--- src/design/pcdc_pkg.sv ---
// constants, register map and packed carriers for the pll and clock divider control block
package pcdc_pkg;

  // ****************************************
  // register map, byte addresses on the bus
  // ****************************************
  localparam logic [3:0] PCDC_OFF_PLL = 4'h0;
  localparam logic [3:0] PCDC_OFF_DIV = 4'h4;
  localparam logic [3:0] PCDC_OFF_CLKOUT = 4'h8;
  localparam logic [3:0] PCDC_OFF_STATUS = 4'hc;

  // ****************************************
  // field encodings and reset values
  // ****************************************
  localparam logic [1:0] PCDC_DRIVE_FULL = 2'h0;
  localparam logic [1:0] PCDC_DRIVE_OFF = 2'h3;
  localparam logic [1:0] PCDC_PINS_RESERVED = 2'h0;
  localparam logic [1:0] PCDC_PINS_QUIET_OUT = 2'h1;
  localparam logic [1:0] PCDC_PINS_PRESCALE = 2'h3;
  localparam logic [11:0] PCDC_MF_LOW = 12'h000;
  localparam logic [11:0] PCDC_MF_HIGH = 12'h190;
  localparam logic [2:0] PCDC_IRQ_NEVER = 3'h7;
  localparam logic [2:0] PCDC_HIGH_RESERVED = 3'h7;
  localparam logic [2:0] PCDC_LOW_RESERVED = 3'h6;
  localparam logic [2:0] PCDC_LOW_DIV256 = 3'h7;
  localparam logic [15:0] PCDC_DIV_RESET = 16'h0000;
  localparam int PCDC_CLKOUT_LOCK_BIT = 7;

  // ****************************************
  // timing
  // ****************************************
  localparam int PCDC_CLK_PERIOD_NS = 5;
  localparam int PCDC_RELOCK_NS = 2000;
  localparam int PCDC_RELOCK_CYCLES = (PCDC_RELOCK_NS + PCDC_CLK_PERIOD_NS - 1) / PCDC_CLK_PERIOD_NS;
  localparam logic [9:0] PCDC_RELOCK_LAST = 10'(PCDC_RELOCK_CYCLES - 1);

  // ****************************************
  // packed register layouts, msb first
  // ****************************************
  typedef struct packed {
    logic pll_on_bit;
    logic pll_reg_lock;
    logic input_prescale_on;
    logic stop_clock_source;
    logic [11:0] pll_multiplier;
  } pcdc_pll_t;

  typedef struct packed {
    logic divider_reg_lock;
    logic [1:0] sync_clock_divide;
    logic [1:0] baud_clock_divide;
    logic [2:0] irq_speedup_level;
    logic coproc_speedup_on;
    logic [2:0] low_speed_divide;
    logic [2:0] high_speed_divide;
    logic low_speed_select;
  } pcdc_div_t;

  typedef enum logic [1:0] {PCDC_PLL_IDLE, PCDC_PLL_ACQUIRE, PCDC_PLL_LOCKED} pcdc_pll_state_t;

endpackage

--- src/design/pcdc_clk_div.sv ---
// power-of-two divider that emits one enable tick per divided period
`timescale 1ns/10ps
`default_nettype none
module pcdc_clk_div (
  input wire logic hclk,
  input wire logic hresetn,
  input wire logic clk_en,
  input wire logic run,
  input wire logic [3:0] div_exp,
  output logic tick
);
  import pcdc_pkg::*;

  logic [7:0] count_ff;
  logic tick_ff;
  logic [8:0] span;
  logic [7:0] limit;

  // period is two to the power div_exp cycles for div_exp up to 8; larger values give 256 cycles
  assign span = 9'h001 << div_exp;
  assign limit = 8'(span - 9'h001);
  assign tick = tick_ff;

  // a stopped source holds the count at zero so restarts begin a clean period
  always_ff @(posedge hclk or negedge hresetn) begin
    if (!hresetn) begin
      count_ff <= 8'h00;
      tick_ff <= 1'b0;
    end else if (clk_en) begin
      if (!run) begin
        count_ff <= 8'h00;
        tick_ff <= 1'b0;
      end else if (count_ff >= limit) begin
        count_ff <= 8'h00;
        tick_ff <= 1'b1;
      end else begin
        count_ff <= count_ff + 8'h01;
        tick_ff <= 1'b0;
      end
    end
  end

endmodule // pcdc_clk_div
`default_nettype wire

--- src/design/pcdc_clkout.sv ---
// first clock-output pin with glitch-free drive-mode switching
`timescale 1ns/10ps
`default_nettype none
module pcdc_clkout (
  input wire logic hclk,
  input wire logic hresetn,
  input wire logic clk_en,
  input wire logic crystal_in,
  input wire logic locked,
  input wire logic [1:0] mode_req,
  output logic clock_out_one,
  output logic [1:0] drive_mode
);
  import pcdc_pkg::*;

  logic [1:0] mode_ff;
  logic pin_ff;
  logic safe;

  assign clock_out_one = pin_ff;
  assign drive_mode = mode_ff;

  // safe switch point
  // switching only while the pin already sits high (or is held low while
  // unlocked) means no shortened high or low phase ever reaches the pin
  assign safe = crystal_in || !locked;

  // requested mode is adopted at the next safe moment
  always_ff @(posedge hclk or negedge hresetn) begin
    if (!hresetn) begin
      mode_ff <= PCDC_DRIVE_OFF;
    end else if (clk_en && safe) begin
      mode_ff <= mode_req;
    end
  end

  always_ff @(posedge hclk or negedge hresetn) begin
    if (!hresetn) begin
      pin_ff <= 1'b1;
    end else if (clk_en) begin
      pin_ff <= (mode_ff == PCDC_DRIVE_OFF) ? 1'b1 : (locked && crystal_in);
    end
  end

endmodule // pcdc_clkout
`default_nettype wire

--- src/design/pcdc_top.sv ---
// pll and clock divider control block with its ahb-lite register slave
`timescale 1ns/10ps
`default_nettype none
module pcdc_top (
  input wire logic hclk,
  input wire logic hresetn,
  input wire logic clk_en,
  input wire logic hsel,
  input wire logic [31:0] haddr,
  input wire logic [1:0] htrans,
  input wire logic hwrite,
  input wire logic [2:0] hsize,
  input wire logic [3:0] hprot,
  input wire logic [31:0] hwdata,
  input wire logic hready,
  output logic hreadyout,
  output logic hresp,
  output logic [31:0] hrdata,
  input wire logic [1:0] mode_clock_pins,
  input wire logic crystal_in,
  input wire logic low_power_stop_op,
  input wire logic coproc_busy,
  input wire logic [2:0] irq_level,
  output logic pll_locked,
  output logic [12:0] pll_multiplier_value,
  output logic pll_ref_div128,
  output logic pll_power_down,
  output logic integration_from_crystal,
  output logic integration_div256,
  output logic system_at_high,
  output logic system_clock_tick,
  output logic sync_clock_tick,
  output logic baud_gen_tick,
  output logic clock_out_one,
  output logic [1:0] clock_out_one_drive
);
  import pcdc_pkg::*;

  // ****************************************
  // declarations
  // ****************************************
  pcdc_pll_t pll_ff, nxt_pll;
  pcdc_div_t div_ff, nxt_div;
  logic [1:0] clkout_mode_ff, nxt_clkout_mode;
  logic clkout_lock_ff, nxt_clkout_lock;
  logic [1:0] pins_ff;
  logic strap_done_ff;
  logic hreadyout_ff;
  logic [31:0] hrdata_ff;
  logic wr_pend_ff;
  logic [3:0] wr_addr_ff;
  logic wr_priv_ff;
  logic addr_take;
  logic wr_pll, wr_div, wr_clkout;
  logic pll_restart;
  pcdc_pll_state_t state_ff;
  logic [9:0] relock_cnt_ff;
  logic pll_locked_ff, pll_ref_div128_ff, pll_power_down_ff;
  logic integration_from_crystal_ff, integration_div256_ff, system_at_high_ff;
  logic [12:0] pll_multiplier_value_ff;
  logic pd_req, speedup, use_high;
  logic [3:0] sys_exp, sync_exp, baud_exp;
  logic [31:0] rd_mux;

  // ****************************************
  // ahb-lite slave
  // ****************************************
  assign hreadyout = hreadyout_ff;
  assign hresp = 1'b0;
  assign hrdata = hrdata_ff;
  assign addr_take = hsel && htrans[1] && hready;

  // address phase is latched; the write lands at the end of its data phase
  always_ff @(posedge hclk or negedge hresetn) begin
    if (!hresetn) begin
      wr_pend_ff <= 1'b0;
      wr_addr_ff <= 4'h0;
      wr_priv_ff <= 1'b0;
    end else if (clk_en) begin
      wr_pend_ff <= addr_take && hwrite;
      wr_addr_ff <= haddr[3:0];
      wr_priv_ff <= hprot[1];
    end
  end

  // never inserts wait states
  always_ff @(posedge hclk or negedge hresetn) begin
    if (!hresetn) begin
      hreadyout_ff <= 1'b0;
    end else if (clk_en) begin
      hreadyout_ff <= 1'b1;
    end
  end

  // supervisor-only writes
  // user-mode writes are dropped silently, the bus answer stays okay
  assign wr_pll = wr_pend_ff && wr_priv_ff && (wr_addr_ff == PCDC_OFF_PLL);
  assign wr_div = wr_pend_ff && wr_priv_ff && (wr_addr_ff == PCDC_OFF_DIV);
  assign wr_clkout = wr_pend_ff && wr_priv_ff && (wr_addr_ff == PCDC_OFF_CLKOUT);

  // read data of the three writable registers comes from next-state values so a read right behind a write sees it
  always_comb begin
    rd_mux = 32'h0000_0000;
    unique case (haddr[3:0])
      PCDC_OFF_PLL: rd_mux = {16'h0000, nxt_pll};
      PCDC_OFF_DIV: rd_mux = {16'h0000, nxt_div};
      PCDC_OFF_CLKOUT: rd_mux = {24'h000000, nxt_clkout_lock, 5'h00, nxt_clkout_mode};
      PCDC_OFF_STATUS: rd_mux = {28'h0000000, use_high, pins_ff, pll_locked_ff};
      default: rd_mux = 32'h0000_0000;
    endcase
  end

  always_ff @(posedge hclk or negedge hresetn) begin
    if (!hresetn) begin
      hrdata_ff <= 32'h0000_0000;
    end else if (clk_en) begin
      hrdata_ff <= (addr_take && !hwrite && hprot[1]) ? rd_mux : 32'h0000_0000;
    end
  end

  // ****************************************
  // register next values
  // ****************************************
  // strap pll control from the clock-mode pins
  // prescale and multiplier share one write
  always_comb begin
    nxt_pll = pll_ff;
    if (!strap_done_ff) begin
      nxt_pll.pll_on_bit = (mode_clock_pins != PCDC_PINS_RESERVED);
      nxt_pll.pll_reg_lock = 1'b0;
      nxt_pll.input_prescale_on = (mode_clock_pins == PCDC_PINS_PRESCALE);
      nxt_pll.stop_clock_source = 1'b0;
      nxt_pll.pll_multiplier = mode_clock_pins[1] ? PCDC_MF_HIGH : PCDC_MF_LOW;
    end else if (wr_pll && !pll_ff.pll_reg_lock) begin
      nxt_pll = pcdc_pll_t'(hwdata[15:0]);
    end
  end

  always_comb begin
    nxt_div = div_ff;
    if (!strap_done_ff) begin
      nxt_div = pcdc_div_t'(PCDC_DIV_RESET);
    end else if (wr_div && !div_ff.divider_reg_lock) begin
      nxt_div = pcdc_div_t'(hwdata[15:0]);
    end
  end

  // clock-output control, with its own write protect
  always_comb begin
    nxt_clkout_mode = clkout_mode_ff;
    nxt_clkout_lock = clkout_lock_ff;
    if (!strap_done_ff) begin
      nxt_clkout_mode = (mode_clock_pins == PCDC_PINS_QUIET_OUT) ? PCDC_DRIVE_OFF : PCDC_DRIVE_FULL;
      nxt_clkout_lock = 1'b0;
    end else if (wr_clkout && !clkout_lock_ff) begin
      nxt_clkout_mode = hwdata[1:0];
      nxt_clkout_lock = hwdata[PCDC_CLKOUT_LOCK_BIT];
    end
  end

  // ****************************************
  // register storage
  // ****************************************
  // strap pins are caught on the first enabled edge after reset release,
  // never under the asynchronous reset itself
  always_ff @(posedge hclk or negedge hresetn) begin
    if (!hresetn) begin
      strap_done_ff <= 1'b0;
      pins_ff <= 2'h0;
    end else if (clk_en && !strap_done_ff) begin
      strap_done_ff <= 1'b1;
      pins_ff <= mode_clock_pins;
    end
  end

  // pll control register
  always_ff @(posedge hclk or negedge hresetn) begin
    if (!hresetn) begin
      pll_ff <= '0;
    end else if (clk_en) begin
      pll_ff <= nxt_pll;
    end
  end

  // divider control register
  always_ff @(posedge hclk or negedge hresetn) begin
    if (!hresetn) begin
      div_ff <= pcdc_div_t'(PCDC_DIV_RESET);
    end else if (clk_en) begin
      div_ff <= nxt_div;
    end
  end

  // clock-output control register; quiet until the strap is taken
  always_ff @(posedge hclk or negedge hresetn) begin
    if (!hresetn) begin
      clkout_mode_ff <= PCDC_DRIVE_OFF;
      clkout_lock_ff <= 1'b0;
    end else if (clk_en) begin
      clkout_mode_ff <= nxt_clkout_mode;
      clkout_lock_ff <= nxt_clkout_lock;
    end
  end

  // ****************************************
  // pll lock tracking
  // ****************************************
  // multiplier change drops lock
  // a reference change through the prescaler also forces a relock;
  // divider writes never touch this path
  assign pll_restart = strap_done_ff
                       && ((nxt_pll.pll_multiplier != pll_ff.pll_multiplier)
                           || (nxt_pll.input_prescale_on != pll_ff.input_prescale_on));

  assign pd_req = low_power_stop_op && !pll_ff.stop_clock_source;

  // acquisition is modelled as a fixed relock time
  always_ff @(posedge hclk or negedge hresetn) begin
    if (!hresetn) begin
      state_ff <= PCDC_PLL_IDLE;
      relock_cnt_ff <= 10'h000;
    end else if (clk_en) begin
      unique case (state_ff)
        PCDC_PLL_IDLE: begin
          relock_cnt_ff <= 10'h000;
          if (strap_done_ff && pll_ff.pll_on_bit && !pd_req) begin
            state_ff <= PCDC_PLL_ACQUIRE;
          end
        end
        PCDC_PLL_ACQUIRE: begin
          if (!pll_ff.pll_on_bit || pd_req) begin
            state_ff <= PCDC_PLL_IDLE;
          end else if (pll_restart) begin
            relock_cnt_ff <= 10'h000;
          end else if (relock_cnt_ff == PCDC_RELOCK_LAST) begin
            state_ff <= PCDC_PLL_LOCKED;
          end else begin
            relock_cnt_ff <= relock_cnt_ff + 10'h001;
          end
        end
        PCDC_PLL_LOCKED: begin
          relock_cnt_ff <= 10'h000;
          if (!pll_ff.pll_on_bit || pd_req) begin
            state_ff <= PCDC_PLL_IDLE;
          end else if (pll_restart) begin
            state_ff <= PCDC_PLL_ACQUIRE;
          end
        end
      endcase
    end
  end

  // ****************************************
  // status outputs
  // ****************************************
  // multiplier is field plus one
  always_ff @(posedge hclk or negedge hresetn) begin
    if (!hresetn) begin
      pll_locked_ff <= 1'b0;
      pll_multiplier_value_ff <= 13'h0001;
      pll_ref_div128_ff <= 1'b0;
      pll_power_down_ff <= 1'b0;
      integration_from_crystal_ff <= 1'b0;
      integration_div256_ff <= 1'b0;
    end else if (clk_en) begin
      pll_locked_ff <= (state_ff == PCDC_PLL_LOCKED) && !pll_restart;
      pll_multiplier_value_ff <= {1'b0, pll_ff.pll_multiplier} + 13'h0001;
      pll_ref_div128_ff <= pll_ff.input_prescale_on;
      pll_power_down_ff <= pd_req;
      integration_from_crystal_ff <= pd_req;
      integration_div256_ff <= pd_req && pll_ff.input_prescale_on;
    end
  end

  assign pll_locked = pll_locked_ff;
  assign pll_multiplier_value = pll_multiplier_value_ff;
  assign pll_ref_div128 = pll_ref_div128_ff;
  assign pll_power_down = pll_power_down_ff;
  assign integration_from_crystal = integration_from_crystal_ff;
  assign integration_div256 = integration_div256_ff;
  assign system_at_high = system_at_high_ff;

  // ****************************************
  // system clock selection
  // ****************************************
  // interrupt and coprocessor speed-up
  assign speedup = (div_ff.coproc_speedup_on && coproc_busy)
                   || ((div_ff.irq_speedup_level != PCDC_IRQ_NEVER)
                       && (irq_level > div_ff.irq_speedup_level));
  assign use_high = !div_ff.low_speed_select || speedup;

  // system clock exponents, high and low speed
  // reserved codes run at fixed rates: high code 7 at divide by 64, low code 6 at divide by 128
  always_comb begin
    sys_exp = 4'h0;
    if (use_high) begin
      sys_exp = (div_ff.high_speed_divide == PCDC_HIGH_RESERVED) ? 4'h6
                : {1'b0, div_ff.high_speed_divide};
    end else if (div_ff.low_speed_divide == PCDC_LOW_DIV256) begin
      sys_exp = 4'h8;
    end else if (div_ff.low_speed_divide == PCDC_LOW_RESERVED) begin
      sys_exp = 4'h7;
    end else begin
      sys_exp = {1'b0, div_ff.low_speed_divide} + 4'h1;
    end
  end

  // sync divide by four per code
  // baud divide by four per code
  assign sync_exp = {1'b0, div_ff.sync_clock_divide, 1'b0};
  assign baud_exp = {1'b0, div_ff.baud_clock_divide, 1'b0};

  // which divider is in force, for software and the system
  always_ff @(posedge hclk or negedge hresetn) begin
    if (!hresetn) begin
      system_at_high_ff <= 1'b1;
    end else if (clk_en) begin
      system_at_high_ff <= use_high;
    end
  end

  // ****************************************
  // derived clock enables and clock-out pin
  // ****************************************
  // derived clocks stop unlocked
  pcdc_clk_div u_sys_div (
    .hclk(hclk),
    .hresetn(hresetn),
    .clk_en(clk_en),
    .run(pll_locked_ff),
    .div_exp(sys_exp),
    .tick(system_clock_tick)
  );

  pcdc_clk_div u_sync_div (
    .hclk(hclk),
    .hresetn(hresetn),
    .clk_en(clk_en),
    .run(pll_locked_ff),
    .div_exp(sync_exp),
    .tick(sync_clock_tick)
  );

  pcdc_clk_div u_baud_div (
    .hclk(hclk),
    .hresetn(hresetn),
    .clk_en(clk_en),
    .run(pll_locked_ff),
    .div_exp(baud_exp),
    .tick(baud_gen_tick)
  );

  pcdc_clkout u_clkout (
    .hclk(hclk),
    .hresetn(hresetn),
    .clk_en(clk_en),
    .crystal_in(crystal_in),
    .locked(pll_locked_ff),
    .mode_req(clkout_mode_ff),
    .clock_out_one(clock_out_one),
    .drive_mode(clock_out_one_drive)
  );

endmodule // pcdc_top
`default_nettype wire

--- config.mk ---
export PLATFORM = sky130hd
export DESIGN_NAME = pcdc_top
export DESIGN_NICKNAME = d
export VERILOG_FILES = /design/src/design/pcdc_pkg.sv /design/src/design/pcdc_clk_div.sv /design/src/design/pcdc_clkout.sv /design/src/design/pcdc_top.sv
export SDC_FILE = /design/constraint.sdc
export NUM_CORES = 1
export LEC_CHECK = 0
export ABC_AREA = 1
export CAP_MARGIN = 5
export CORE_AREA = 2 2 137 139
export DETAILED_ROUTE_END_ITERATION = 7
export DIE_AREA = 0 0 139 141
export DONT_BUFFER_PORTS = 1
export PLACE_DENSITY = 0.52
export SLEW_MARGIN = 20
export SYNTH_ARGS = -nofsm -noshare
export SYNTH_HDL_FRONTEND = slang
export SYNTH_SLANG_ARGS = --single-unit
--- constraint.sdc ---
create_clock -name hclk -period 9.4 [get_ports hclk]
set_input_delay 1.88 -clock hclk [delete_from_list [all_inputs] [get_ports hclk]]
set_output_delay 1.88 -clock hclk [all_outputs]
set_load 0.02 [all_outputs]
# After elaboration in Yosys (flattened, before gate mapping)
# Index checks and enable logic that the tools add are counted.
# word_totals
register_bits	137
output_inout_bits	59
# op_classes
addsub	9
order_cmp	4
eq_ne	23
shift	3
n_mux	40
reduce_logical	46
# op_table
operator	n
16-bit two-way mux	4
16-bit case mux with 4 select lines	1
8-bit two-way mux	6
32-bit two-way mux	1
10-bit two-way mux	3
8-bit by 1-bit adder with 8-bit output (second input constant)	3
8-bit greater-or-equal comparator	3
8-bit by 1-bit subtractor with 8-bit output (second input constant)	3
1-bit logical AND	23
10-bit case mux with 2 select lines	1
2-bit two-way mux	9
1-bit by 3-bit << shifter with 8-bit output (first input constant)	2
3-bit != test (second input constant)	5
12-bit by 1-bit adder with 13-bit output (second input constant)	1
4-bit == test (second input constant)	3
4-bit two-way mux	3
12-bit != test	1
1-bit logical NOT	11
10-bit by 1-bit adder with 10-bit output (second input constant)	1
10-bit by 9-bit == test with 1-bit output (second input constant)	1
3-bit == test (second input constant)	3
1-bit two-way mux	9
9-bit two-way mux	1
4-bit by 3-bit == test with 1-bit output (second input constant)	2
other kinds (16)	25

# Depth between registers and ports, before layout
# Gate-level depths: netlist (run 1).
# depth
depth_word	11
mapped_depth	24

# Hierarchy
# Synthesis (run 1) repeated with hierarchy kept, for this count alone.
# hier_totals
hier_cells	1045
hier_area_um2	7736.2
# by_module_without_submodules
mod	instances	cells_per_inst	area_each_um2	seq_area_each_um2
pcdc_top	1	685	5210.0	2282.2
pcdc_clk_div (u_baud_div ...)	2	113	789.5	225.2
pcdc_clk_div (u_sys_div)	1	115	800.8	225.2
pcdc_clkout	1	19	146.4	78.8

# Least setup slack after synthesis (run 1)
# OpenSTA, ideal clock, no wires.
# synth_timing
kind	input-to-reg
from	input irq_level[2]
to	register u_sys_div.count_ff[2]
t_arrival_ns	4.620
t_required_ns	9.299
path_slack_ns	4.679
path_stages	20
path_cell_list	ha_1 -> nand2_1 -> o21ai_0 -> nand3_1 -> nand3_1 -> inv_1 -> o21ai_0 -> nand3_1 -> ha_1 -> nand2_1 -> nor2_1 -> a21oi_1 -> ha_1 -> nand2_1 -> nor2_1 -> nand2_1 -> o211ai_1 -> a21oi_1 -> nand2_1 -> o32ai_1
# synth_between
elab_chain_cells	10
# synth_lines
element	line	source
start, declared	pcdc_top.sv:23	input wire logic [2:0] irq_level,
3-bit > comparator	pcdc_top.sv:289	&& (irq_level > div_ff.irq_speedup_level));
1-bit logical AND	pcdc_top.sv:289	
1-bit logical OR	pcdc_top.sv:288	|| ((div_ff.irq_speedup_level != PCDC_IRQ_NEVER)
1-bit logical OR	pcdc_top.sv:290	assign use_high = !div_ff.low_speed_select || speedup;
4-bit two-way mux	pcdc_top.sv:296	if (use_high) begin
1-bit by 4-bit << shifter with 8-bit output	pcdc_clk_div.sv:20	assign span = 9'h001 << div_exp;
8-bit by 1-bit subtractor with 8-bit output	pcdc_clk_div.sv:21	assign limit = 8'(span - 9'h001);
8-bit greater-or-equal comparator	pcdc_clk_div.sv:33	end else if (count_ff >= limit) begin
8-bit two-way mux	pcdc_clk_div.sv:33	
8-bit two-way mux	pcdc_clk_div.sv:30	if (!run) begin
end signal, assigned	pcdc_clk_div.sv:37	count_ff <= count_ff + 8'h01;
end, declared	pcdc_clk_div.sv:14	logic [7:0] count_ff;
# Every way passes these cells.
# A chain may end at the register's enable or synchronous reset.

# Worst setup path after layout (run 1)
# Ends and elaborated chain as after synthesis.

==> results of run 1 <==
[cell usage in the layout (no fill, tap or decap), types with 3 or more instances in the layout]
| cell | n |
|---|---|
| dfrtp_1 | 114 |
| clkinv_2 | 4 |
| a22o_1 | 12 |
| nand2_1 | 215 |
| xor2_1 | 23 |
| nand3_1 | 54 |
| inv_1 | 99 |
| nand4_1 | 15 |
| o211ai_1 | 10 |
| clkbuf_16 | 17 |
| clkinv_1 | 3 |
| clkbuf_8 | 5 |
| nand2_2 | 6 |
| a21oi_1 | 33 |
| o22ai_1 | 25 |
| inv_2 | 3 |
| ha_1 | 32 |
| buf_4 | 4 |
| nor2_4 | 3 |
| a211oi_1 | 3 |
| nand2_4 | 4 |
| nor3_1 | 13 |
| nand3_2 | 5 |
| dfstp_2 | 7 |
| clkbuf_1 | 3 |
| o21ai_0 | 89 |
| a31oi_1 | 3 |
| nor2_1 | 54 |
| conb_1 | 17 |
| bufinv_16 | 3 |
| xnor2_1 | 4 |
[power groups by stage]
stage               clock network [mW]  registers, mW  logic (mW)
CTS                              0.699          0.629       0.250
floorplan                            0          0.620       0.208
finish                           0.690          0.628       0.246
detailed placement                   0          0.637       0.248
global route                     0.723          0.634       0.287
global placement                     0          0.637       0.248
[worst min-delay path, cell delays in order, from the launching register on]
cell	delay, ns
dfrtp_1	0.35
nand2_1	0.05
o21ai_0	0.06
[area by class of cell]
type / instances / area, sq um
clock buffer: 25 / 505
clock inverter: 7 / 113
fill: 1856 / 10400
inverter: 106 / 399
multi-input combinational: 646 / 3520
sequential: 121 / 3040
tap: 234 / 293
timing repair buffer: 4 / 30.0
[final timing paths]
kind / from / to / slack [ns] / cells after the start
worst max-delay path: irq_level[2] / u_sys_div.count_ff[2] / 4.34 / 20
worst min-delay path: div_ff[15] / div_ff[15] / 0.49 / 2
worst max register to register: div_ff[10] / u_sys_div.count_ff[2] / 5.35 / 21
worst min register to register: div_ff[15] / div_ff[15] / 0.49 / 2
max in group asynchronous: hresetn / pll_multiplier_value[0] / 8.03 / 0
min in group asynchronous: hresetn / pll_locked / 1.15 / 0
[registers in the layout (all words and copies together) (netlist names), 2 cells and up]
name,cells
hrdata,16
pll_ff,16
div_ff,14
pll_multiplier_value,13
relock_cnt_ff,10
u_baud_div.count_ff,8
u_sync_div.count_ff,8
u_sys_div.count_ff,8
wr_addr_ff,4
baud_exp,2
clkout_mode_ff,2
pins_ff,2
state_ff,2
u_clkout.drive_mode,2
[stage by stage]
stage | cell area, sq um | total power [mW] | worst slack [ns] | hold slack (ns) | utilization, %
after floorplan | 7210 | 0.828 | 4.68 | 0.443 | -
after global placement | 7270 | 0.885 | 3.89 | 0.471 | 39.8
after detailed placement | 7270 | 0.885 | 3.88 | 0.476 | 39.8
after CTS | 7890 | 1.58 | 4.32 | 0.490 | 43.2
after global routing | 7890 | 1.64 | 3.79 | 0.498 | 43.2
final | 7890 | 1.57 | 4.34 | 0.491 | 43.2
[cell families after synthesis]
| logic type | after synthesis | share of synthesized area (%) |
|---|---|---|
| and+or+nand+nor | 377 | 23.3 |
| other | 1 | 0.0524 |
| adders and majority gates | 32 | 5.60 |
| DFF | 121 | 42.5 |
| buffers and inverters | 156 | 9.29 |
| AOI/OAI and AO/OA | 192 | 15.8 |
| xor gates and xnor gates | 27 | 3.31 |
| muxes | 1 | 0.140 |
[routing by layer]
| layer | track usage, % | up-vias | routed length (um) |
|---|---|---|---|
| li1 | - | 2984 | - |
| met1 | 28.3 | 2726 | 9260 |
| met2 | 30.4 | 131 | 8530 |
| met3 | 5.20 | 17 | 1020 |
| met4 | 6.17 | 0 | 288 |
| met5 | 0 | - | 0 |
==> summary.md, run 1 <==
| Metric | Value |
|---|---|
| CP Class | `input port to flop` |
| CTS sink count | `~120` |
| Fin crit share | `53.8%` |
| H-tree depth | `4` |
| Critical-path cell list | `ha_1 > nand2_1 > o21ai_0 > nand3_1 > nand3_1 > inv_1 > o21ai_0 > nand3_1 > ha_1 > nand2_1 > nor2_1 > a21oi_1 > ha_1 > nand2_1 > nor2_1 > nand2_1 > o211ai_1 > a21oi_1 > nand2_1 > o32ai_1` |
| Final HPWL DP | `about 13 mm` |
| Worst Hold Class | `flop to flop` |
| RSZ-0062 raised after global routing | `no` |
| Final #Nets | `1,015` |
| Global route overflow | `0` |
| Synth Area per Inst | `a little under 8 sq um` |
| Largest delay contributor family on the critical path | `compound AO/OA/AOI/OAI gates` |
| Max stage delay cell, worst path | `o21ai_0` |
| Hold Fails Final Rpt | `0` |
| Cts bufs inserted | `17` |
| Layout cell share with drive strength beyond 1 | `~7.4%` |
| Worst slew margin | `31.9%` |
| GRT Util Overall | `approximately 20%` |
| Vias per inst | `5.13` |
| Number of cells in the design after placement | `between 1,000 and 1,500` |
| Post-synth ARST share | `100%` |
| Fin. max-slew vios | `0` |
| Post-DR wirelength/cell | `16.7 um` |
| First-pass GRT wire length | `30.6 mm` |
| Status | `finished clean` |
| Largest cells by area after synthesis | `dfrtp_1, nand2_1, o21ai_0, ha_1, inv_1` |
| Vias in the first global route | `5,453` |
| Mapped Cells | `907` |
| Die Wd | `139 um` |
| Sw Pwr | `463 uW` |
| Worst-Skew Late Latency | `0.42 ns` |
| Io pins | `146` |
| Pleak | `roughly 3.7 nW` |
| Post-CTS Setup Bufs | `0` |
| Chip height | `141 um` |
| Power Density | `198 nW/um^2` |
| DRT Pass-1 Iters | `7` |
| Pint | `around 1.1 mW` |
| FP Rows | `50` |
| Setup-failing EPs final | `0` |
| Max Cap Viol | `0` |
| Netlist Area Pre-Place | `7150 sq um` |
| Root buffer cell | `clkbuf_16` |
| Post-CTS Resized | `0` |
| Top cell by count, worst path | `nand2_1` |
| Drt drc | `0` |
| Largest net degree at the start of global routing | `approximately 120` |
| Buf+Inv Stages, Crit Path | `1` |
| Reg clk slew, reported paths | `0.06 ns` |
| Critical Path Max Stage Delay | `0.49 ns` |
| Unique masters post-synth | `46` |
| Flop pwr share | `40.2%` |
| Diode count | `0` |
| Hold_buf cts | `0` |
| Synth warn | `0` |
| Clock Skews | `roughly 0.0067 ns` |
| Data arrival time of the critical path | `approximately 5.4 ns` |
| CTS tree | `built` |
| Combinational power share | `15.7%` |
| Worst Path Max Fanout | `7` |
| Seq cells post-synth | `121` |
| Final wirelength | `19.1 mm` |
| Min Clock Period, post-route | `5.06 ns` |
| Layout area overhead | `10.4%` |
| Register area share after synthesis | `42.5%` |
| Initial core utilization | `39.1%` |
| Final antenna-violating net count | `0` |
| Count leader, synth | `nand2_1` |
| Largest area contributor in the netlist | `dfrtp_1` |
| CP Data Required Time | `between 9 and 10 ns` |
| Core area | `18,300 sq um` |
| Max Freq | `~0.20 GHz` |
| Startpoint class of the critical path | `input port` |
| CP endpoint kind | `flop` |
| Number of synthesized flops with an enable pin | `0` |
| Bufs on Longest Clock Path | `2` |
| Clock network power share | `44.1%` |
| Slew @ Worst Pin | `about 1.0 ns` |
| Via count | `5,858` |
| Switching Share | `29.6%` |
| PortBufs | `0` |
| Initial antenna violation count | `0` |
| Most frequent cells after synthesis | `nand2_1, dfrtp_1, inv_1, o21ai_0` |
| Prevailing post-synth register cell | `dfrtp_1` |
| Die ar. | `between 15,000 and 20,000 sq um` |
| Final setup TNS | `0 ns` |
| Peak supply drop | `0.000129 V` |
| Placer congestion estimate | `between 0.8 and 0.9` |
| Final Non-Filler Cells | `1,143` |
| Synth top area share | `39.9%` |
| 1st-iter DRT viols | `between 300 and 400` |
Note: power is estimated with default switching activity, not from simulation.
==> inputs of run 2 (changes only) <==
--- a/config.mk
+++ b/config.mk
@@ -11,7 +11,7 @@
 export DETAILED_ROUTE_END_ITERATION = 7
 export DIE_AREA = 0 0 139 141
 export DONT_BUFFER_PORTS = 1
-export PLACE_DENSITY = 0.52
+export PLACE_DENSITY = 0.54
 export SLEW_MARGIN = 20
 export SYNTH_ARGS = -nofsm -noshare
 export SYNTH_HDL_FRONTEND = slang
==> constraint.sdc (replaced) <==
create_clock -name hclk -period 4.1 [get_ports hclk]
set_input_delay 0.82 -clock hclk [delete_from_list [all_inputs] [get_ports hclk]]
set_output_delay 0.82 -clock hclk [all_outputs]
set_load 0.02 [all_outputs]
==> run 2 against run 1 <==
Against the previous run: die area stayed put; via count grew 0.80%; design area is 0.29% higher; cell count rose by 0.61%; global-route usage grew 0.50 points; wire length increased by 0.15%; flip-flop and latch count is the same; first-iteration DRC count rose by 6.7%; largest cell class unchanged; highest routed layer unchanged.
==> summary.md, run 2 (synthesized netlist as in run 1, its figures left out) <==
| Metric | Value |
|---|---|
| Status | `finished clean` |
| Buf+Inv Stages, Crit Path | `3` |
| Largest net degree at the start of global routing | `122` |
| Met1 Use GR | `28.1%` |
| Chip height | `141 um` |
| Die Wd | `139 um` |
| Io pins | `~150` |
| Peak supply drop | `0.000314 V` |
| Hold Fails Final Rpt | `0` |
| Worst Hold Class | `input port to async pin` |
| Clock network power share | `42.6%` |
| Via count | `5,905` |
| Commonest cells after routing, fill and taps aside | `nand2_1, dfrtp_1, inv_1` |
| Worst Path Max Fanout | `6` |
| Core area | `18,300 sq um` |
| Max stage delay cell, worst path | `dfrtp_1` |
| Final #Nets | `1,022` |
| Reg2Reg Setup Slack | `0.49 ns` |
| Leading cell type in the layout, fill and taps excluded | `nand2_1` |
| DRT Pass-1 Iters | `5` |
| Top cell by count, worst path | `nand2_1` |
| Number of cells in the design after placement | `1,118` |
| Power Density | `roughly 450 nW/um^2` |
| Worst R2R Path Depth | `25` |
| Flop pwr share | `40.8%` |
| Utilization after layout | `43.3%` |
| Worst hold slack | `between 0.08 and 0.09 ns` |
| Min Clock Period, post-route | `roughly 3.6 ns` |
| Bufs on Longest Clock Path | `2` |
| Cts bufs inserted | `17` |
| Final setup TNS | `0 ns` |
| Switching Share | `31.4%` |
| Post-CTS Resized | `0` |
| CP Data Required Time | `4.44 ns` |
| Post-layout total power | `about 3.5 mW` |
| Sw Pwr | `1.11 mW` |
| Largest delay contributor family on the critical path | `simple AND/OR/NAND/NOR gates` |
| Post-DR wirelength/cell | `16.6 um` |
| Max Freq | `0.277 GHz` |
| Worst setup margin | `a little under 0.5 ns` |
| CP Class | `flop to flop` |
| Critical Path Max Stage Delay | `0.38 ns` |
| GRT Util Overall | `between 20% and 30%` |
| Final Non-Filler Cells | `1,150` |
| GRT met3 Usage | `5.03%` |
| Slew @ Worst Pin | `between 0.6 and 0.7 ns` |
| Drt drc | `0` |
| Reg clk slew, reported paths | `about 0.060 ns` |
| Layout cell share with drive strength beyond 1 | `8.41%` |
| Placer congestion estimate | `0.897` |
| Vias in the first global route | `5,756` |
| Layout area overhead | `10.7%` |
| Fin crit share | `88.1%` |
| Worst-Skew Late Latency | `roughly 0.43 ns` |
| Post-CTS Setup Bufs | `0` |
| 1st-iter DRT viols | `400` |
| Diode count | `0` |
| Startpoint class of the critical path | `flop` |
| Fin. max-slew vios | `0` |
| R2r endpoint | `u_sys_div.count_ff[7]` |
| Die ar. | `19,600 sq um` |
| Hold_buf cts | `0` |
| Data arrival time of the critical path | `3.95 ns` |
| Initial antenna violation count | `0` |
| FP Rows | `50` |
| Worst slew margin | `54.9%` |
| Initial core utilization | `39.1%` |
| Pre-CTS WS | `~0.059 ns` |
| CP endpoint kind | `flop` |
| Fill cells | `1,872` |
| First-pass GRT wire length | `31.7 mm` |
| DP Area | `7330 sq um` |
| CTS tree | `built` |
| RSZ-0062 raised after global routing | `no` |
| Global route overflow | `0` |
| Pint | `2.42 mW` |
| Final HPWL DP | `around 13 mm` |
| Reg2reg start | `div_ff[10]` |
| Root buffer cell | `clkbuf_16` |
| Top Usage Layer GRT | `met2` |
| CTS sink count | `121` |
| Final antenna-violating net count | `0` |
| Setup-failing EPs final | `0` |
| Max Cap Viol | `0` |
| Cell area after layout | `7920 sq um` |
| Combinational power share | `between 15 and 20%` |
| Final wirelength | `19.1 mm` |
| PortBufs | `0` |
| Vias per inst | `slightly above 5` |
| Met2 Use GR | `between 30% and 40%` |
| H-tree depth | `4` |
| Clock Skews | `0.00785 ns` |
| Pleak | `about 3.7 nW` |
run 2: cell types whose count changed in the layout (fill, tap and decap cells not counted), sizes merged:
cell,delta
bufinv,-1
inv,+2
buf,+7
clkbuf,-7
clkinvlp,+6
run 2: per-layer routing:
| layer | routed length, um | up-vias | share of wire, % |
|---|---|---|---|
| li1 | - | 2998 | - |
| met1 | 9110 | 2756 | 48 |
| met2 | 8670 | 135 | 45 |
| met3 | 1060 | 16 | 5.6 |
| met4 | 277 | 0 | 1.4 |
| met5 | 0 | - | 0 |
run 2: worst max-delay path by stage:
stage | startpoint | endpoint | slack [ns] | depth (start not counted)
after floorplan | irq_level[2] | u_sys_div.count_ff[2] | 0.44 | 20
after global placement | irq_level[2] | u_sys_div.count_ff[5] | 0.12 | 23
after detailed placement | irq_level[2] | u_sys_div.count_ff[7] | 0.06 | 23
after CTS | div_ff[10] | u_sys_div.count_ff[7] | 0.42 | 24
after global routing | div_ff[10] | u_sys_div.count_ff[5] | 0.03 | 24
final | div_ff[10] | u_sys_div.count_ff[7] | 0.49 | 25
run 2: worst reg2reg max path, stage by stage, from the launching register on:
cell and delay [ns]:
dfrtp_1 0.38, inv_1 0.07, ha_1 0.31, nand2_1 0.05, o21ai_0 0.15, nand3_1 0.15, nand3_1 0.12, buf_4 0.13
nor2_1 0.04, o21ai_0 0.06, o21ai_0 0.15, nor2_1 0.17, nand2_1 0.10, ha_1 0.21, nand2_1 0.12, nor2_1 0.06
a21oi_1 0.15, ha_1 0.26, nand2_1 0.08, nor2_1 0.06, nand2_1 0.06, o211ai_1 0.07, a21oi_1 0.17, nand2_1 0.11
buf_4 0.18, o22ai_1 0.12
run 2: power groups by stage:
stage          Combinational, mW  Clock, mW  Sequential (mW)
2_1_floorplan              0.477          0             1.42
4_1_cts                    0.596       1.53             1.44
6_report                   0.586       1.50             1.44
5_1_grt                    0.687       1.58             1.45
3_5_place_dp               0.593          0             1.46
3_3_place_gp               0.589          0             1.46
run 2: final cells by class:
class	instances	area, sq um	share of cell area (%)
clock buffer	18	439	5.55
clock inverter	14	149	1.88
inverter	106	399	5.04
multi-input combinational	646	3520	44.4
sequential	121	3040	38.4
tap	234	293	3.70
timing repair buffer	11	82.6	1.04
==> inputs of run 3 (changes only) <==
==> constraint.sdc (replaced) <==
create_clock -name hclk -period 2.9 [get_ports hclk]
set_input_delay 0.58 -clock hclk [delete_from_list [all_inputs] [get_ports hclk]]
set_output_delay 0.58 -clock hclk [all_outputs]
set_load 0.02 [all_outputs]
==> run 3 against run 2 <==
Against the previous run: the run now ends with negative hold slack, negative setup slack left; wire length increased by 0.79%; flip-flop and latch count unchanged; sequential power rose by 41%; largest cell class unchanged; highest routed layer unchanged; via count increased by 3.3%; sequential share of layout area shrank 2.5 points; cell count is 2.4% higher.
==> summary.md, run 3 (synthesized netlist as in run 1, its figures left out) <==
| Metric | Value |
|---|---|
| Crit path to | `u_sys_div.count_ff[0]` |
| Largest net degree at the start of global routing | `122` |
| Worst setup margin | `-0.247 ns` |
| Reg2reg start | `div_ff[10]` |
| Failing checks | `negative hold slack, negative setup slack` |
| Utilization after layout | `46.3%` |
| CP endpoint kind | `flop` |
| Layout area overhead | `18.3%` |
| Slew @ Worst Pin | `roughly 0.66 ns` |
| Clock Skews | `between 0.01 and 0.015 ns` |
| Post-DR wirelength/cell | `16.4 um` |
| Worst slew margin | `55.6%` |
| Status | `finished, violations left` |
| H-tree depth | `4` |
| Final wirelength | `19.3 mm` |
| GRT Util Overall | `20.1%` |
| Final #Nets | `about 1,100` |
| Die Wd | `139 um` |
| Max Cap Viol | `0` |
| Pleak | `3.89 nW` |
| Fin. max-slew vios | `0` |
| Reg clk slew, reported paths | `~0.060 ns` |
| Min Clock Period, post-route | `3.15 ns` |
| Diode count | `0` |
| Data arrival time of the critical path | `3.49 ns` |
| DRT Pass-1 Iters | `5` |
| DP Area | `7540 sq um` |
| Setup-failing EPs final | `9` |
| Global route overflow | `0` |
| Io pins | `146` |
| First-pass GRT wire length | `31.2 mm` |
| RSZ-0062 raised after global routing | `yes` |
| Via count | `6,101` |
| Final antenna-violating net count | `0` |
| Vias per inst | `5.18` |
| Peak supply drop | `0.000428 V` |
| 1st-iter DRT viols | `between 300 and 400` |
| Vias in the first global route | `5,825` |
| CP Class | `flop to flop` |
| R2r endpoint | `u_sys_div.count_ff[0]` |
| Reg2Reg Setup Slack | `-0.25 ns` |
| CTS sink count | `121` |
| Worst Hold Class | `input port to async pin` |
| Cts bufs inserted | `17` |
| Crit path from | `div_ff[10]` |
| Die ar. | `19,600 sq um` |
| Final HPWL DP | `13.4 mm` |
| Initial antenna violation count | `0` |
| Placer congestion estimate | `0.835` |
| Worst-Skew Late Latency | `0.43 ns` |
| Chip height | `141 um` |
| Power Density | `645 nW/um^2` |
| Pre-CTS WS | `-0.523 ns` |
| Core area | `18,300 sq um` |
| Fin crit share | `109%` |
| Startpoint class of the critical path | `flop` |
| PortBufs | `0` |
| Cell area after layout | `8460 sq um` |
| Initial core utilization | `roughly two fifths` |
| Leading cell type in the layout, fill and taps excluded | `nand2_1` |
| Bufs on Longest Clock Path | `2` |
| Worst hold slack | `-0.147 ns` |
| Hold Fails Final Rpt | `114` |
| CTS tree | `built` |
| Commonest cells after routing, fill and taps aside | `nand2_1, dfrtp_1, inv_1` |
| CP Data Required Time | `approximately 3.3 ns` |
| Final setup TNS | `-1.98 ns` |
| Worst Path Max Fanout | `6` |
| Layout cell share with drive strength beyond 1 | `15.6%` |
| Worst R2R Path Depth | `24` |
| Drt drc | `0` |
| FP Rows | `50` |
| Max Freq | `approximately 0.32 GHz` |
| Root buffer cell | `clkbuf_16` |
-- run 3: metrics by stage --
step	power, mW	instances
2_1_floorplan	2.71	923
3_3_place_gp	2.95	1140
3_5_place_dp	2.95	1140
4_1_cts	5.38	1177
5_1_grt	5.72	1178
6_report	5.45	1178
-- run 3: what timing repair did --
action	CTS	global route
buffers inserted	5	1
gates resized for setup	21	34
endpoints found under the hold margin	114	114
endpoints found under the setup margin	9	9
pin swaps	12	7
-- run 3: area by class of cell --
type / instances / area (sq um)
fillers: 1787 / 9810
multi-input cells: 646 / 3770
flip-flops and latches: 121 / 3040
clock buffers: 26 / 519
inverters: 106 / 409
repair buffers: 39 / 300
well taps: 234 / 293
clock inverters: 6 / 133
-- run 3: critical path, cell delays in order, from the launching register on --
cell and delay (ns):
dfrtp_1 0.35, inv_2 0.06, ha_4 0.28, nand2_2 0.05
o21ai_2 0.12, nand3_2 0.12, nand3_4 0.14, inv_8 0.07
o21ai_4 0.18, nand2_2 0.10, inv_4 0.09, nand2_4 0.06
ha_4 0.17, nand2_4 0.10, nor2_4 0.04, a21oi_2 0.10
ha_1 0.25, nand2_2 0.10, nor2_4 0.05, nand2_2 0.05
o211ai_1 0.09, a21oi_2 0.17, nand2_2 0.10, buf_6 0.15
mux2i_1 0.11
-- run 3: report_power, final --
| group | switching, mW | total (mW) | internal (mW) |
|---|---|---|---|
| Sequential | 0.195 | 2.03 | 1.83 |
| Combinational | 0.644 | 1.08 | 0.433 |
| Clock | 0.771 | 2.35 | 1.58 |
| Total | 1.61 | 5.45 | 3.84 |
-- run 3: metal layers --
layer  part of all wire [%]  wire length [um]  global-route usage (%)
met1                     46              8890                    27.5
met2                     46              8830                    30.7
met3                    5.9              1130                    5.30
met4                    2.2               420                    7.81
met5                      0                 0                       0
-- run 3: worst min path at each step --
stage                  from                      to  slack [ns]  cells past startpoint
floorplan           hresetn             baud_exp[1]        0.28                      0
global placement    hresetn  u_baud_div.count_ff[2]        0.29                      0
detailed placement  hresetn  u_baud_div.count_ff[3]        0.29                      0
CTS                 hresetn  u_baud_div.count_ff[3]       -0.15                      0
global route        hresetn  u_baud_div.count_ff[1]       -0.16                      0
finish              hresetn  u_baud_div.count_ff[3]       -0.15                      0
